--- config.mk ---
export PLATFORM = sky130hd
export DESIGN_NAME = tric_top
export DESIGN_NICKNAME = d
export VERILOG_FILES = /design/src/tric_pkg.sv /design/src/tric_top.sv
export SDC_FILE = /design/constraint.sdc
export NUM_CORES = 1
export LEC_CHECK = 0
export ABC_AREA = 1
export BUFFER_PORTS_ARGS = -buffer_cell sky130_fd_sc_hd__buf_4
export CORE_ASPECT_RATIO = 0.75
export CORE_UTILIZATION = 55
export CTS_BUF_LIST = sky130_fd_sc_hd__clkbuf_2 sky130_fd_sc_hd__clkbuf_4 sky130_fd_sc_hd__clkbuf_8
export DETAILED_ROUTE_END_ITERATION = 10
export HOLD_SLACK_MARGIN = 0.12
export PLACE_DENSITY_LB_ADDON = 0.1
export SLEW_MARGIN = 10
export SYNTH_ARGS = -nofsm -noshare
export SYNTH_HDL_FRONTEND = slang
export SYNTH_SLANG_ARGS = --single-unit
export TNS_END_PERCENT = 50
--- constraint.sdc ---
create_clock -name clk_sys -period 4.1 [get_ports clk_sys]
set_clock_uncertainty 0.05 [all_clocks]
set_input_delay 0.82 -clock clk_sys [delete_from_list [all_inputs] [get_ports clk_sys]]
set_output_delay 0.82 -clock clk_sys [all_outputs]
set_load 0.005 [all_outputs]
--- src/tric_pkg.sv ---
// Constants shared by the tape reader input control
package tric_pkg;
  localparam int unsigned CLK_HZ = 40_000_000;
  localparam int unsigned FN_LOCK_MS = 70;
  localparam int unsigned READY_MS = 500;
  localparam int unsigned ACK_STRETCH_MS = 2;
  localparam int unsigned PULSE_US = 2;
  localparam int unsigned PULSE_CYC = (PULSE_US * CLK_HZ) / 1_000_000;
  localparam int unsigned FN_LOCK_CYC = FN_LOCK_MS * (CLK_HZ / 1000);
  localparam int unsigned READY_CYC = READY_MS * (CLK_HZ / 1000);
  localparam int unsigned ACK_STRETCH_CYC = ACK_STRETCH_MS * (CLK_HZ / 1000);
  localparam int CNT_W = 25;
  localparam int PCNT_W = 8;
  localparam logic [7:0] ADDR_CTRL = 8'H00;
  localparam logic [7:0] ADDR_STATUS = 8'H04;
  localparam logic [7:0] ADDR_DATA = 8'H08;
  localparam int CTRL_SOFT_CLEAR = 0;
  localparam int CTRL_REQ_WANT = 1;
  localparam int CTRL_SER_TAKE = 2;
  localparam int FW_INPUT_SEL = 3;
  localparam int FW_KB_EN = 4;
  localparam int FW_READ_EN = 5;
  localparam int FW_START_EN = 6;
  localparam int SYNC_N = 6;
  localparam int SY_SPROCKET = 0;
  localparam int SY_HEAD = 1;
  localparam int SY_KB_CLEAR = 2;
  localparam int SY_GO_CANCEL = 3;
  localparam int SY_MODE_CANCEL = 4;
  localparam int SY_MASTER = 5;
  typedef enum logic [2:0] {RD_IDLE, RD_WAIT, RD_ADVANCE, RD_HOLD, RD_ACK} tric_rd_state_t;
endpackage : tric_pkg

--- src/tric_top.sv ---
// Tape reader input control with APB register access
//
// Summary of operation
// - Keyboard clear drops keyboard and read modes and clears keyboard flags.
// - Master clear blocks function requests for 70 ms, then allows them.
// - Master clear also acts as a keyboard clear.
// - Master clear sets serializer ready, which permits function requests.
// - Function acknowledge rising edge decodes the word; its 2 us pulse shows only in status.
// - Word bit 3 selects input, bit 5 enables read, bit 6 start-read.
// - Read command selects read mode, lamps, and sets start-read flag.
// - Read mode inhibits keyboard mode and clears keyboard flags.
// - Reader motor runs while read mode is selected.
// - Reader ready sets 0.5 s after read entry, clear outside read mode.
// - Reader works only with the tape head lowered.
// - With reader ready and no frame awaiting acknowledge, tape advance stays on.
// - Sprocket stops advance and loads the frame into the holding register.
// - A loaded frame raises the input word request.
// - Acknowledge drops request, advances tape, clears holding 2 us later.
// - A frame and its request are held until acknowledged, no timeout.
// - While advancing without keyboard ready or acknowledge, holding stays clear.
// - Head raised, cancel buttons or master clear stop reading.
// - Acknowledge stretched to 2 ms holds reader request enable clear.
// - No function request for 70 ms after any function acknowledge.
`timescale 1ns/1ps
`default_nettype none
module tric_top
  import tric_pkg::*;
#(
  parameter int unsigned FN_LOCK_CYCLES = FN_LOCK_CYC,
  parameter int unsigned READY_CYCLES = READY_CYC,
  parameter int unsigned ACK_STRETCH_CYCLES = ACK_STRETCH_CYC
)
(
  input wire logic clk_sys,
  input wire logic reset_n,
  input wire logic psel,
  input wire logic penable,
  input wire logic pwrite,
  input wire logic [7:0] paddr,
  input wire logic [31:0] pwdata,
  output logic [31:0] prdata,
  output logic pready,
  output logic pslverr,
  input wire logic [7:0] function_word,
  input wire logic function_word_ack,
  output logic function_word_request,
  output logic input_word_request,
  input wire logic input_word_ack,
  output logic [7:0] input_data,
  input wire logic [7:0] tape_data,
  input wire logic sprocket,
  input wire logic head_lowered,
  output logic motor_start,
  output logic tape_advance,
  input wire logic keyboard_clear_button,
  input wire logic reader_go_cancel_button,
  input wire logic reader_mode_cancel_button,
  input wire logic master_clear_button,
  input wire logic keyboard_char_strobe,
  output logic read_lamp,
  output logic start_read_lamp,
  output logic keyboard_lamp
);
  import tric_pkg::*;

  // ****************************************
  // Input synchronisers
  // ****************************************
  logic [SYNC_N-1:0] sync_raw;
  logic [SYNC_N-1:0] sync1_reg;
  logic [SYNC_N-1:0] sync2_reg;
  logic sprocket_d_reg;
  assign sync_raw = {master_clear_button, reader_mode_cancel_button, reader_go_cancel_button,
                     keyboard_clear_button, head_lowered, sprocket};
  genvar gi;
  generate
    for (gi = 0; gi < SYNC_N; gi++)
    begin : g_sync
      always_ff @(posedge clk_sys or negedge reset_n)
      begin
        if (!reset_n)
        begin
          sync1_reg[gi] <= 1'b0;
          sync2_reg[gi] <= 1'b0;
        end
        else
        begin
          sync1_reg[gi] <= sync_raw[gi];
          sync2_reg[gi] <= sync1_reg[gi];
        end
      end
    end
  endgenerate

  always_ff @(posedge clk_sys or negedge reset_n)
  begin
    if (!reset_n)
      sprocket_d_reg <= 1'b0;
    else
      sprocket_d_reg <= sync2_reg[SY_SPROCKET];
  end

  // ****************************************
  // APB slave
  // ****************************************
  logic soft_clear_reg;
  logic req_want_reg;
  logic ser_take;
  logic apb_wr;
  logic addr_ok;
  logic [31:0] status_word;
  assign apb_wr = psel && penable && pready && pwrite;
  assign addr_ok = (paddr == ADDR_CTRL) || (paddr == ADDR_STATUS) || (paddr == ADDR_DATA);
  assign ser_take = apb_wr && (paddr == ADDR_CTRL) && pwdata[CTRL_SER_TAKE];

  always_ff @(posedge clk_sys or negedge reset_n)
  begin
    if (!reset_n)
    begin
      pready <= 1'b0;
      pslverr <= 1'b0;
      prdata <= 32'H0000_0000;
    end
    else
    begin
      pready <= psel && !penable;
      pslverr <= psel && !penable && !addr_ok;
      if (psel && !penable && !pwrite)
      begin
        case (paddr)
          ADDR_CTRL: prdata <= {30'H0000_0000, req_want_reg, 1'b0};
          ADDR_STATUS: prdata <= status_word;
          ADDR_DATA: prdata <= {24'H00_0000, input_data};
          default: prdata <= 32'H0000_0000;
        endcase
      end
    end
  end

  always_ff @(posedge clk_sys or negedge reset_n)
  begin
    if (!reset_n)
    begin
      soft_clear_reg <= 1'b0;
      req_want_reg <= 1'b0;
    end
    else
    begin
      soft_clear_reg <= apb_wr && (paddr == ADDR_CTRL) && pwdata[CTRL_SOFT_CLEAR];
      if (apb_wr && (paddr == ADDR_CTRL))
        req_want_reg <= pwdata[CTRL_REQ_WANT];
    end
  end

  // ****************************************
  // Master clear and function word handling
  // ****************************************
  logic mc;
  logic kb_clear;
  logic fn_ack_d_reg;
  logic decode_go;
  logic [PCNT_W-1:0] fn_pulse_cnt_reg;
  logic [CNT_W-1:0] lock_cnt_reg;
  logic ser_ready_reg;
  assign mc = sync2_reg[SY_MASTER] || soft_clear_reg;
  assign kb_clear = sync2_reg[SY_KB_CLEAR] || mc;
  assign decode_go = function_word_ack && !fn_ack_d_reg;

  always_ff @(posedge clk_sys or negedge reset_n)
  begin
    if (!reset_n)
    begin
      fn_ack_d_reg <= 1'b0;
      fn_pulse_cnt_reg <= '0;
    end
    else
    begin
      fn_ack_d_reg <= function_word_ack;
      if (decode_go)
        fn_pulse_cnt_reg <= PCNT_W'(PULSE_CYC);
      else if (fn_pulse_cnt_reg != '0)
        fn_pulse_cnt_reg <= fn_pulse_cnt_reg - 1'b1;
    end
  end

  always_ff @(posedge clk_sys or negedge reset_n)
  begin
    if (!reset_n)
      lock_cnt_reg <= '0;
    else if (mc || decode_go)
      lock_cnt_reg <= CNT_W'(FN_LOCK_CYCLES);
    else if (lock_cnt_reg != '0)
      lock_cnt_reg <= lock_cnt_reg - 1'b1;
  end

  always_ff @(posedge clk_sys or negedge reset_n)
  begin
    if (!reset_n)
      ser_ready_reg <= 1'b1;
    else if (mc)
      ser_ready_reg <= 1'b1;
    else if (ser_take)
      ser_ready_reg <= 1'b0;
  end

  always_ff @(posedge clk_sys or negedge reset_n)
  begin
    if (!reset_n)
      function_word_request <= 1'b0;
    else
      function_word_request <= req_want_reg && ser_ready_reg && (lock_cnt_reg == '0);
  end

  // ****************************************
  // Mode selection
  // ****************************************
  logic read_mode_reg;
  logic start_read_reg;
  logic kb_mode_reg;
  logic fw_sel;
  logic fw_stop;
  assign fw_sel = decode_go && function_word[FW_INPUT_SEL];
  assign fw_stop = fw_sel && !function_word[FW_KB_EN] && !function_word[FW_READ_EN]
                   && !function_word[FW_START_EN];

  always_ff @(posedge clk_sys or negedge reset_n)
  begin
    if (!reset_n)
    begin
      read_mode_reg <= 1'b0;
      start_read_reg <= 1'b0;
      kb_mode_reg <= 1'b0;
    end
    else
    begin
      if (kb_clear || fw_stop || sync2_reg[SY_MODE_CANCEL])
      begin
        read_mode_reg <= 1'b0;
        start_read_reg <= 1'b0;
      end
      else
      begin
        if (fw_sel && function_word[FW_READ_EN])
          read_mode_reg <= 1'b1;
        if (sync2_reg[SY_GO_CANCEL])
          start_read_reg <= 1'b0;
        else if (fw_sel && function_word[FW_START_EN])
          start_read_reg <= 1'b1;
      end
      if (kb_clear || fw_stop || read_mode_reg)
        kb_mode_reg <= 1'b0;
      else if (fw_sel && function_word[FW_KB_EN] && !function_word[FW_READ_EN])
        kb_mode_reg <= 1'b1;
    end
  end

  // ****************************************
  // Keyboard flags
  // ****************************************
  logic kb_input_ready_reg;
  logic interrupt_reg;
  logic kb_req_en_reg;

  always_ff @(posedge clk_sys or negedge reset_n)
  begin
    if (!reset_n)
    begin
      kb_input_ready_reg <= 1'b0;
      interrupt_reg <= 1'b0;
      kb_req_en_reg <= 1'b0;
    end
    else if (keyboard_char_strobe && kb_mode_reg)
    begin
      kb_input_ready_reg <= 1'b1;
      interrupt_reg <= 1'b1;
      kb_req_en_reg <= 1'b1;
    end
    else if (read_mode_reg || kb_clear || !kb_mode_reg)
    begin
      kb_input_ready_reg <= 1'b0;
      interrupt_reg <= 1'b0;
      kb_req_en_reg <= 1'b0;
    end
  end

  // ****************************************
  // Reader sequencing
  // ****************************************
  tric_rd_state_t rd_state_reg;
  logic [CNT_W-1:0] ready_cnt_reg;
  logic reader_ready_reg;
  logic [CNT_W-1:0] stretch_cnt_reg;
  logic reader_req_en_reg;
  logic [PCNT_W-1:0] ack_cnt_reg;
  logic rd_run;
  logic sprocket_rise;
  assign rd_run = read_mode_reg && start_read_reg && sync2_reg[SY_HEAD] && !mc;
  assign sprocket_rise = sync2_reg[SY_SPROCKET] && !sprocket_d_reg;

  always_ff @(posedge clk_sys or negedge reset_n)
  begin
    if (!reset_n)
    begin
      ready_cnt_reg <= '0;
      reader_ready_reg <= 1'b0;
    end
    else if (!read_mode_reg)
    begin
      ready_cnt_reg <= CNT_W'(READY_CYCLES);
      reader_ready_reg <= 1'b0;
    end
    else if (ready_cnt_reg != '0)
      ready_cnt_reg <= ready_cnt_reg - 1'b1;
    else
      reader_ready_reg <= 1'b1;
  end

  always_ff @(posedge clk_sys or negedge reset_n)
  begin
    if (!reset_n)
    begin
      stretch_cnt_reg <= '0;
      reader_req_en_reg <= 1'b0;
    end
    else if (rd_state_reg == RD_HOLD && input_word_ack)
    begin
      stretch_cnt_reg <= CNT_W'(ACK_STRETCH_CYCLES);
      reader_req_en_reg <= 1'b0;
    end
    else if (stretch_cnt_reg != '0)
    begin
      stretch_cnt_reg <= stretch_cnt_reg - 1'b1;
      reader_req_en_reg <= 1'b0;
    end
    else
      reader_req_en_reg <= reader_ready_reg && !sync2_reg[SY_SPROCKET];
  end

  always_ff @(posedge clk_sys or negedge reset_n)
  begin
    if (!reset_n)
    begin
      rd_state_reg <= RD_IDLE;
      ack_cnt_reg <= '0;
    end
    else if (!rd_run)
      rd_state_reg <= RD_IDLE;
    else
    begin
      case (rd_state_reg)
        RD_IDLE: rd_state_reg <= RD_WAIT;
        RD_WAIT:
          if (reader_ready_reg)
            rd_state_reg <= RD_ADVANCE;
        RD_ADVANCE:
          if (sprocket_rise && reader_req_en_reg)
            rd_state_reg <= RD_HOLD;
        RD_HOLD:
          if (input_word_ack)
          begin
            rd_state_reg <= RD_ACK;
            ack_cnt_reg <= PCNT_W'(PULSE_CYC - 1);
          end
        RD_ACK:
          if (ack_cnt_reg == '0)
            rd_state_reg <= RD_ADVANCE;
          else
            ack_cnt_reg <= ack_cnt_reg - 1'b1;
        default: rd_state_reg <= RD_IDLE;
      endcase
    end
  end

  always_ff @(posedge clk_sys or negedge reset_n)
  begin
    if (!reset_n)
      input_data <= 8'H00;
    else if (rd_run && rd_state_reg == RD_ADVANCE && sprocket_rise && reader_req_en_reg)
      input_data <= tape_data;
    else if (rd_run && rd_state_reg == RD_ACK && ack_cnt_reg == '0)
      input_data <= 8'H00;
    else if (rd_run && rd_state_reg == RD_ADVANCE && !kb_input_ready_reg && !input_word_ack)
      input_data <= 8'H00;
  end

  // ****************************************
  // Outputs toward reader, channel and lamps
  // ****************************************
  always_ff @(posedge clk_sys or negedge reset_n)
  begin
    if (!reset_n)
    begin
      motor_start <= 1'b0;
      tape_advance <= 1'b0;
      input_word_request <= 1'b0;
      read_lamp <= 1'b0;
      start_read_lamp <= 1'b0;
      keyboard_lamp <= 1'b0;
    end
    else
    begin
      motor_start <= read_mode_reg;
      input_word_request <= rd_run && (rd_state_reg == RD_HOLD) && !input_word_ack;
      tape_advance <= rd_run && reader_ready_reg && (rd_state_reg == RD_ADVANCE
                      && !(sprocket_rise && reader_req_en_reg)
                      || rd_state_reg == RD_HOLD && input_word_ack
                      || rd_state_reg == RD_ACK);
      read_lamp <= read_mode_reg;
      start_read_lamp <= start_read_reg;
      keyboard_lamp <= kb_mode_reg;
    end
  end

  assign status_word = {20'H0_0000, fn_pulse_cnt_reg != '0, kb_req_en_reg, interrupt_reg,
                        kb_input_ready_reg, reader_req_en_reg, input_word_request,
                        lock_cnt_reg != '0, ser_ready_reg, kb_mode_reg, reader_ready_reg,
                        start_read_reg, read_mode_reg};
endmodule : tric_top
`default_nettype wire

==> results of run 1 <==
==> worst max-delay path, delay by kind of cell, from the launching register on <==
kind / cells / cell delay, ps
buf+inv: 2 / 330
flops: 1 / 390
fa+ha+maj: 1 / 390
simple gates: 6 / 920
==> per-layer routing <==
metal / track usage / vias up
met2: 0.376 / 226
met3: 0.0658 / 18
met5: 0 / -
li1: - / 3566
met1: 0.397 / 3202
met4: 0.0590 / 0
==> cells by family after synthesis <==
family,share of synthesized area
other,0.000470
XOR/XNOR,0.00988
buffers and inverters,0.0984
AND/OR/NAND/NOR,0.380
flip-flops,0.449
AO/OA/AOI/OAI,0.0499
adder cells (fa/ha/maj),0.0125
==> final cells by class <==
cell class                      instances  area [um2]  share of cell area
Clock buffer                           20         269              0.0296
Clock inverter                         11         235              0.0259
Inverter                              142         539              0.0594
Multi-Input combinational cell        789        3680               0.406
Sequential cell                       143        3580               0.394
Tap cell                              195         244              0.0269
Timing Repair Buffer                   68         527              0.0580
==> worst paths after layout <==
check                                     start                  end  cells after the start
worst min-delay path               sync1_reg[4]         sync2_reg[4]                      0
worst min register to register     sync1_reg[4]         sync2_reg[4]                      0
worst max register to register  lock_cnt_reg[0]     lock_cnt_reg[18]                      9
max in group asynchronous               reset_n  stretch_cnt_reg[13]                      2
worst max-delay path            lock_cnt_reg[0]     lock_cnt_reg[18]                      9
min in group asynchronous               reset_n         sync1_reg[5]                      1
==> synthesized netlist by cell type, types with 2 or more instances <==
library cell / n / area share
sky130_fd_sc_hd__buf_6: 2 / 0.0028
sky130_fd_sc_hd__a21o_1: 6 / 0.0056
sky130_fd_sc_hd__dfrtp_1: 142 / 0.45
sky130_fd_sc_hd__xor2_1: 7 / 0.0077
sky130_fd_sc_hd__o21ai_0: 30 / 0.019
sky130_fd_sc_hd__or2_2: 11 / 0.0086
sky130_fd_sc_hd__nor2_4: 3 / 0.0042
sky130_fd_sc_hd__o21ai_1: 2 / 0.0013
sky130_fd_sc_hd__nor3_1: 16 / 0.010
sky130_fd_sc_hd__nand2_1: 281 / 0.13
sky130_fd_sc_hd__nand3_1: 109 / 0.068
sky130_fd_sc_hd__nor2_2: 7 / 0.0055
sky130_fd_sc_hd__nand2_4: 3 / 0.0042
sky130_fd_sc_hd__nor2_1: 197 / 0.093
sky130_fd_sc_hd__inv_1: 136 / 0.064
sky130_fd_sc_hd__o21bai_1: 7 / 0.0066
sky130_fd_sc_hd__o31ai_1: 3 / 0.0028
sky130_fd_sc_hd__buf_4: 27 / 0.025
sky130_fd_sc_hd__nand3b_1: 7 / 0.0066
sky130_fd_sc_hd__clkbuf_1: 3 / 0.0014
sky130_fd_sc_hd__inv_2: 4 / 0.0019
sky130_fd_sc_hd__xnor2_1: 2 / 0.0022
sky130_fd_sc_hd__a21oi_1: 14 / 0.0088
sky130_fd_sc_hd__nor3_4: 2 / 0.0041
sky130_fd_sc_hd__nand4_1: 36 / 0.028
sky130_fd_sc_hd__nand4_2: 2 / 0.0031
sky130_fd_sc_hd__ha_1: 8 / 0.013
sky130_fd_sc_hd__nor4_1: 4 / 0.0031
==> power by group <==
group,internal (mW),switching [mW]
sequential,1.46,0.0402
clock,0.881,0.546
combinational,0.0972,0.176
==> cell usage in the layout, fill, tap and decap left out, drive strengths merged <==
master	count
o211ai	1
o21ai	33
clkbuf	20
a21oi	15
o21bai	7
inv	140
or2	11
a21o	6
nor3b	1
dfrtp	142
o31ai	3
nor4	4
a31oi	1
conb	20
and2	1
nor2	208
nor3	19
dfstp	1
nand4	38
bufinv	7
buf	68
nand2	284
o21a	1
xnor2	2
xor2	7
clkinvlp	2
ha	8
clkinv	4
nand3b	7
a31o	1
nand3	111
==> stage by stage <==
stage / setup slack (ps) / instance area, um2 / util / hold WS (ps) / cells
after floorplan: 2300 / 8050 / - / 281 / 1108
after global routing: 1670 / 9080 / 0.651 / 317 / 1368
after CTS: 1930 / 9080 / 0.651 / 305 / 1368
after detailed placement: 1900 / 8570 / 0.615 / 286 / 1337
final: 1910 / 9080 / 0.651 / 301 / 1368
after global placement: 1910 / 8570 / 0.615 / 283 / 1337
==> metrics.yaml, run 1 <==
status: "completed"
layout_worst_path_cycle_share: 0.535
highest_clock_rate_mhz: 456
number_of_warnings_issued_by_yosys: 0
met3WireLength_um: 1250
critical_path.slowest_cell: "sky130_fd_sc_hd__dfrtp_1"
synthFlopType: "sky130_fd_sc_hd__dfrtp_1"
initial_antenna_violation_count: 0
tritoncts_num_sinks: 143
critical_path_arrival_ps: 2480
floorplan.initialDensity: 0.572
cp-end-kind: "flop"
wl_met2_um: 7540
synth_area_per_cell_um2: 7.32
portBuffers: 65
register_clock_pin_slew_on_the_reported_worst_setup_and_hold_paths_ps: 80
number_of_register_bits_inferred_by_synthesis: 143
clkLatencyLatePin_ps: 460
drv_slew: 0
row_count: 37
dr.pass1.iters: 7
post_cts_hold_buffer_count: 0
cts_root_buf: "sky130_fd_sc_hd__clkbuf_8"
number_of_flops_mapped_to_enable_cells_by_yosys: 0
crit_fanout: 8
post_route_cells_drive_above_1_share: 0.120
area_growth_syn_to_layout_pct: 13.8
first_pass_grt_wire_length_um: 30800
gp_congestion: 0.878
power_leakage_nw: 4.70
ios: 119
placeableCoreArea_um2: 13900
detailed_place_hpwl_um: 13400
cts_inserted_buffers: 17
dieArea_um2: 15000
antenna_left: 0
routed-via-count: 7012
tritoncts: "built"
synth.cell_area_um2: 7980
max_slew_headroom_at_the_worst_pin: 0.438
setup-tns-final_ps: 0
syn-instance-count: 1089
detail_route.drc_violations: 0
cts_repair_resize_count: 0
max_cap_violations: 0
setup.worst_path.start_class: "flop"
report.power.total_mw: 3.20
avgViaCountPerCell: 5.13
rsz0062_at_grt: "no"
yosysSeqAreaShare: 0.449
cp_data_required_time_ps: 4390
post_drt_wl_per_cell_um: 13.4
global_route.overflow_total: 0
power_per_cell_area_nw_per_um2: 352
crit_path_cell_trace: "inv_1, ha_1, nand2_1, nor2_1, nand2_1, nor2_1, nand4_2, inv_2, nor2_1"
ys_types: 46
diodes: 0
cts.path.max_buffers: 2
design.final.nets: 1239
grt_start_max_net_pins: 91
worstSetupPathType: "flop to flop"
final.min_clock_period_ps: 2190
cts_post_setup_buffers_inserted: 0
worst_slew_pin_tran_ps: 843
drt-total-wl_um: 18300
finalSetupViolCount: 0
hold_violations: 0
drt_iter0_drc: 505
hold_path.class: "flop to flop"
die_y_um: 106
cts_htree_levels: 4
grt_usage: 0.262
max-vdd-ir-drop_uv: 334
ffs_w_async_s_r_synth: 1.00
die_span_in_x_um: 141
route.layer.met1.wl_um: 9340
grt_pass1_vias: 6374
final.fill_count: 1282
cp_slowest_stage_delay_ps: 390
uppermost_layer_routed: "met4"
cp_common_cell: "sky130_fd_sc_hd__nor2_1"
r2r_setup_slack_ps: 1910
Note: power is estimated with default switching activity, not from simulation.
==> run 2: changes to the inputs <==
==> constraint.sdc (replaced) <==
create_clock -name clk_sys -period 2.3 [get_ports clk_sys]
set_clock_uncertainty 0.05 [all_clocks]
set_input_delay 0.46 -clock clk_sys [delete_from_list [all_inputs] [get_ports clk_sys]]
set_output_delay 0.46 -clock clk_sys [all_outputs]
set_load 0.005 [all_outputs]
==> metrics.yaml, run 2 (same netlist as run 1, synthesis figures left out) <==
final.fill_count: 1225
crit_fanout: 7
timing.final.ws_setup_ps: 314
row_count: 37
ios: 119
cp-end-kind: "flop"
max_slew_headroom_at_the_worst_pin: 0.616
tritoncts_num_sinks: 143
r2r-end: "lock_cnt_reg[9]"
mostFrequentLayoutCells: "sky130_fd_sc_hd__nand2_1 (281), sky130_fd_sc_hd__nor2_1 (197), sky130_fd_sc_hd__dfrtp_1 (142)"
routed-via-count: 7038
status: "completed"
worstSetupPathType: "flop to flop"
drt_iter0_drc: 554
portBuffers: 65
placeableCoreArea_um2: 13900
post_route_cells_drive_above_1_share: 0.124
avgViaCountPerCell: 5.09
max_cap_violations: 0
finalSetupViolCount: 0
detail_route.drc_violations: 0
grt_start_max_net_pins: 62
crit_path_launch: "lock_cnt_reg[0]"
clkLatencyLatePin_ps: 460
cts.path.max_buffers: 2
worst_setup_path_endpoint: "lock_cnt_reg[9]"
dr.pass1.iters: 8
first_pass_grt_wire_length_um: 31100
floorplan.initialDensity: 0.572
critical_path_arrival_ps: 2290
report.power.total_mw: 5.52
use_met3: 0.0649
r2r_setup_slack_ps: 310
worst_slew_pin_tran_ps: 576
final_common_cell: "sky130_fd_sc_hd__nand2_1"
area_growth_syn_to_layout_pct: 15.2
drt-total-wl_um: 18300
gp_congestion: 0.927
detailed_place_hpwl_um: 13800
setup-tns-final_ps: 0
initial_antenna_violation_count: 0
highest_clock_rate_mhz: 504
hold_path.class: "input port to flop"
place_area_um2: 8630
global_route.overflow_total: 0
grt_pass1_vias: 6483
cp_data_required_time_ps: 2610
setup.worst_path.start_class: "flop"
final.min_clock_period_ps: 1990
top_usage_layer: "met1"
hold_violations: 0
finalInstanceArea_um2: 9190
drv_slew: 0
layout_worst_path_cycle_share: 0.863
tritoncts: "built"
register_clock_pin_slew_on_the_reported_worst_setup_and_hold_paths_ps: 90
dieArea_um2: 15000
cts_htree_levels: 4
design.final.nets: 1254
grt_util_met1: 0.401
die_y_um: 106
worst_r2r_startpoint: "lock_cnt_reg[0]"
diodes: 0
post_drt_wl_per_cell_um: 13.2
r2r_cells: 9
detailedPlace.worstSlack_ps: 340
grt_usage: 0.267
cts_root_buf: "sky130_fd_sc_hd__clkbuf_8"
antenna_left: 0
global_route.usage.met2: 0.380
power_leakage_nw: 4.75
cts_inserted_buffers: 17
max-vdd-ir-drop_uv: 397
cts_post_setup_buffers_inserted: 0
die_span_in_x_um: 141
power_per_cell_area_nw_per_um2: 601
post-route-util: 0.659
rsz0062_at_grt: "no"
[run 2: cell types whose count changed in the layout (fill, tap and decap cells not counted), sizes merged]
cell / previous run / this run
dlygate4sd3: 0 / 9
buf: 68 / 74
inv: 140 / 144
clkbuf: 20 / 17
bufinv: 7 / 5
clkinv: 4 / 5
clkinvlp: 2 / 3
[run 2: timing repair]
item / 4_1_cts / 5_1_grt
hold buffers: 9 / 0
resized for setup: 0 / 0
endpoints found under the hold margin: 66 / 0
[run 2: worst min path at each step]
stage / from / end / slack, ps / cells after the start
after detailed placement: sync1_reg[5] / sync2_reg[5] / 290 / 0
after floorplan: reset_n / ack_cnt_reg[0] / 110 / 0
after global placement: sync1_reg[5] / sync2_reg[5] / 280 / 0
final: tape_data[7] / input_data[7] / 150 / 3
after global routing: tape_data[4] / input_data[4] / 130 / 3
after CTS: tape_data[7] / input_data[7] / 120 / 3
[run 2: where the power goes]
group          switching, mW  internal (mW)
Combinational          0.324          0.192
Sequential            0.0736           2.60
Clock                   1.03           1.31
Total                   1.43           4.10
[run 2: area by class of cell]
class | count | area, um2 | share of cell area
Sequential cell | 143 | 3580 | 0.390
Timing Repair Buffer | 83 | 674 | 0.0734
Clock inverter | 15 | 233 | 0.0253
Inverter | 142 | 539 | 0.0587
Multi-Input combinational cell | 789 | 3680 | 0.401
Tap cell | 195 | 244 | 0.0266
Clock buffer | 17 | 234 | 0.0255
[run 2: layer usage]
metal	wire, um	part of all wire
met4	238	0.013
met5	0	0
met1	9440	0.52
met3	1120	0.061
met2	7490	0.41
[run 2: per-stage QoR]
step           hold slack, ps  instances
6_report                  151       1384
5_1_grt                   127       1384
4_1_cts                   124       1384
3_5_place_dp              288       1343
3_3_place_gp              282       1343
2_1_floorplan             114       1108
[run 2: critical path, cell delays in order, from the launching register on]
cell and delay [ps]:
sky130_fd_sc_hd__dfrtp_1 380, sky130_fd_sc_hd__inv_1 120, sky130_fd_sc_hd__ha_1 250, sky130_fd_sc_hd__nand2_1 70, sky130_fd_sc_hd__nor2_1 130, sky130_fd_sc_hd__nand2_1 160
sky130_fd_sc_hd__nor2_1 200, sky130_fd_sc_hd__nand4_2 250, sky130_fd_sc_hd__inv_2 210, sky130_fd_sc_hd__nor2_1 70
==> run 3: changes to the inputs <==
==> constraint.sdc (replaced) <==
create_clock -name clk_sys -period 2.3 [get_ports clk_sys]
set_clock_uncertainty 0.05 [all_clocks]
set_input_delay 0.345 -clock clk_sys [delete_from_list [all_inputs] [get_ports clk_sys]]
set_output_delay 0.345 -clock clk_sys [all_outputs]
set_load 0.005 [all_outputs]
==> metrics.yaml, run 3 (same netlist as run 1, synthesis figures left out) <==
status: "completed"
global_route.overflow_total: 0
power_leakage_nw: 4.81
detailed_place_hpwl_um: 14100
diodes: 0
max_slew_headroom_at_the_worst_pin: 0.646
setup-tns-final_ps: 0
die_span_in_x_um: 141
regArea_um2: 3580
row_count: 37
worstSetupPathType: "flop to flop"
p_switching_mw: 1.41
hold_violations: 0
worst_slew_pin_tran_ps: 531
clkLatencyLatePin_ps: 460
drt-total-wl_um: 19000
die_y_um: 106
cts_inserted_buffers: 17
p_sw_frac: 0.258
mostFrequentLayoutCells: "sky130_fd_sc_hd__nand2_1 (281), sky130_fd_sc_hd__nor2_1 (197), sky130_fd_sc_hd__dfrtp_1 (142)"
design.final.nets: 1270
initial_antenna_violation_count: 0
routed-via-count: 7209
antenna_left: 0
finalInstanceArea_um2: 9320
post_route_cells_drive_above_1_share: 0.123
cp-end-kind: "flop"
cts_root_buf: "sky130_fd_sc_hd__clkbuf_8"
layout_worst_path_cycle_share: 0.888
cp_data_required_time_ps: 2610
power_frac_clock: 0.412
grt_usage: 0.276
report.power.total_mw: 5.46
dieArea_um2: 15000
highest_clock_rate_mhz: 490
combinational_power_share: 0.099
cts_htree_levels: 4
finalSetupViolCount: 0
power_per_cell_area_nw_per_um2: 586
rsz0062_at_grt: "no"
place_area_um2: 8620
final.min_clock_period_ps: 2040
cts.path.max_buffers: 2
tritoncts_num_sinks: 143
ios: 119
critical_path_arrival_ps: 2350
drt_iter0_drc: 503
post_drt_wl_per_cell_um: 13.6
avgViaCountPerCell: 5.15
area_growth_syn_to_layout_pct: 16.8
multi_input_area_um2: 3680
grt_start_max_net_pins: 58
tritoncts: "built"
crit_fanout: 6
setup.worst_path.start_class: "flop"
max_cap_violations: 0
floorplan.initialDensity: 0.572
hold_path.class: "input port to flop"
p_int_mw: 4.05
gp_congestion: 0.914
detail_route.drc_violations: 0
first_pass_grt_wire_length_um: 32200
dr.pass1.iters: 5
portBuffers: 65
pwr-share-seq: 0.489
placeableCoreArea_um2: 13900
register_clock_pin_slew_on_the_reported_worst_setup_and_hold_paths_ps: 80
final_common_cell: "sky130_fd_sc_hd__nand2_1"
grt_pass1_vias: 6666
final.fill_count: 1210
drv_slew: 0
max-vdd-ir-drop_uv: 390
## run 3: metrics by stage
stage                     hold slack (ps)  worst slack (ps)   util  std cells
after floorplan                    -0.591               646      -       1108
after global placement                282               340  0.618       1343
after detailed placement              286               304  0.618       1343
after CTS                             137               278  0.668       1400
after global routing                  153              77.3  0.668       1400
final                                 158               258  0.668       1400
## run 3: final cells by class
class / instances / share of cell area
Inverter: 142 / 0.0579
Timing Repair Buffer: 99 / 0.0882
Clock buffer: 19 / 0.0281
Clock inverter: 13 / 0.0199
Tap cell: 195 / 0.0262
Sequential cell: 143 / 0.384
Multi-Input combinational cell: 789 / 0.395
## run 3: final timing paths
kind                            startpoint                   to  slack (ps)  depth (start not counted)
hold reg to reg               sync1_reg[5]         sync2_reg[5]         300                          0
hold / removal              input_word_ack   input_word_request         160                          4
setup / recovery           lock_cnt_reg[0]      lock_cnt_reg[0]         260                          9
max in group asynchronous          reset_n  stretch_cnt_reg[23]        1120                          3
setup reg to reg           lock_cnt_reg[0]      lock_cnt_reg[0]         260                          9
min in group asynchronous          reset_n  fn_pulse_cnt_reg[2]         360                          2
## run 3: worst max-delay path, cell delays in order (launching register included)
cell and delay, ps:
sky130_fd_sc_hd__dfrtp_1 390, sky130_fd_sc_hd__inv_1 130, sky130_fd_sc_hd__ha_1 310, sky130_fd_sc_hd__buf_4 170
sky130_fd_sc_hd__nand2_1 70, sky130_fd_sc_hd__nor2_1 180, sky130_fd_sc_hd__nand2_1 130, sky130_fd_sc_hd__nor2_1 150
sky130_fd_sc_hd__nand2_1 140, sky130_fd_sc_hd__o21ai_0 220
## run 3: power by group through the flow
stage          clock (mW)  combinational, mW  sequential (mW)
6_report             2.25              0.539             2.67
5_1_grt              2.39              0.619             2.68
4_1_cts              2.29              0.541             2.67
3_5_place_dp            0              0.504             2.72
3_3_place_gp            0              0.492             2.72
2_1_floorplan           0              0.341             2.70
## run 3: routing by layer
metal / vias to the layer above / global-route usage / wire, um
li1: 3623 / - / -
met1: 3337 / 0.403 / 9420
met2: 227 / 0.405 / 8020
met3: 22 / 0.0640 / 1280
met4: 0 / 0.0877 / 260
met5: - / 0 / 0
## run 3: what timing repair did
item / 4_1_cts / 5_1_grt
hold buffers: 25 / 0
gates resized for setup: 0 / 0
buffers inserted: 0 / 0
endpoints found under the hold margin: 76 / 0
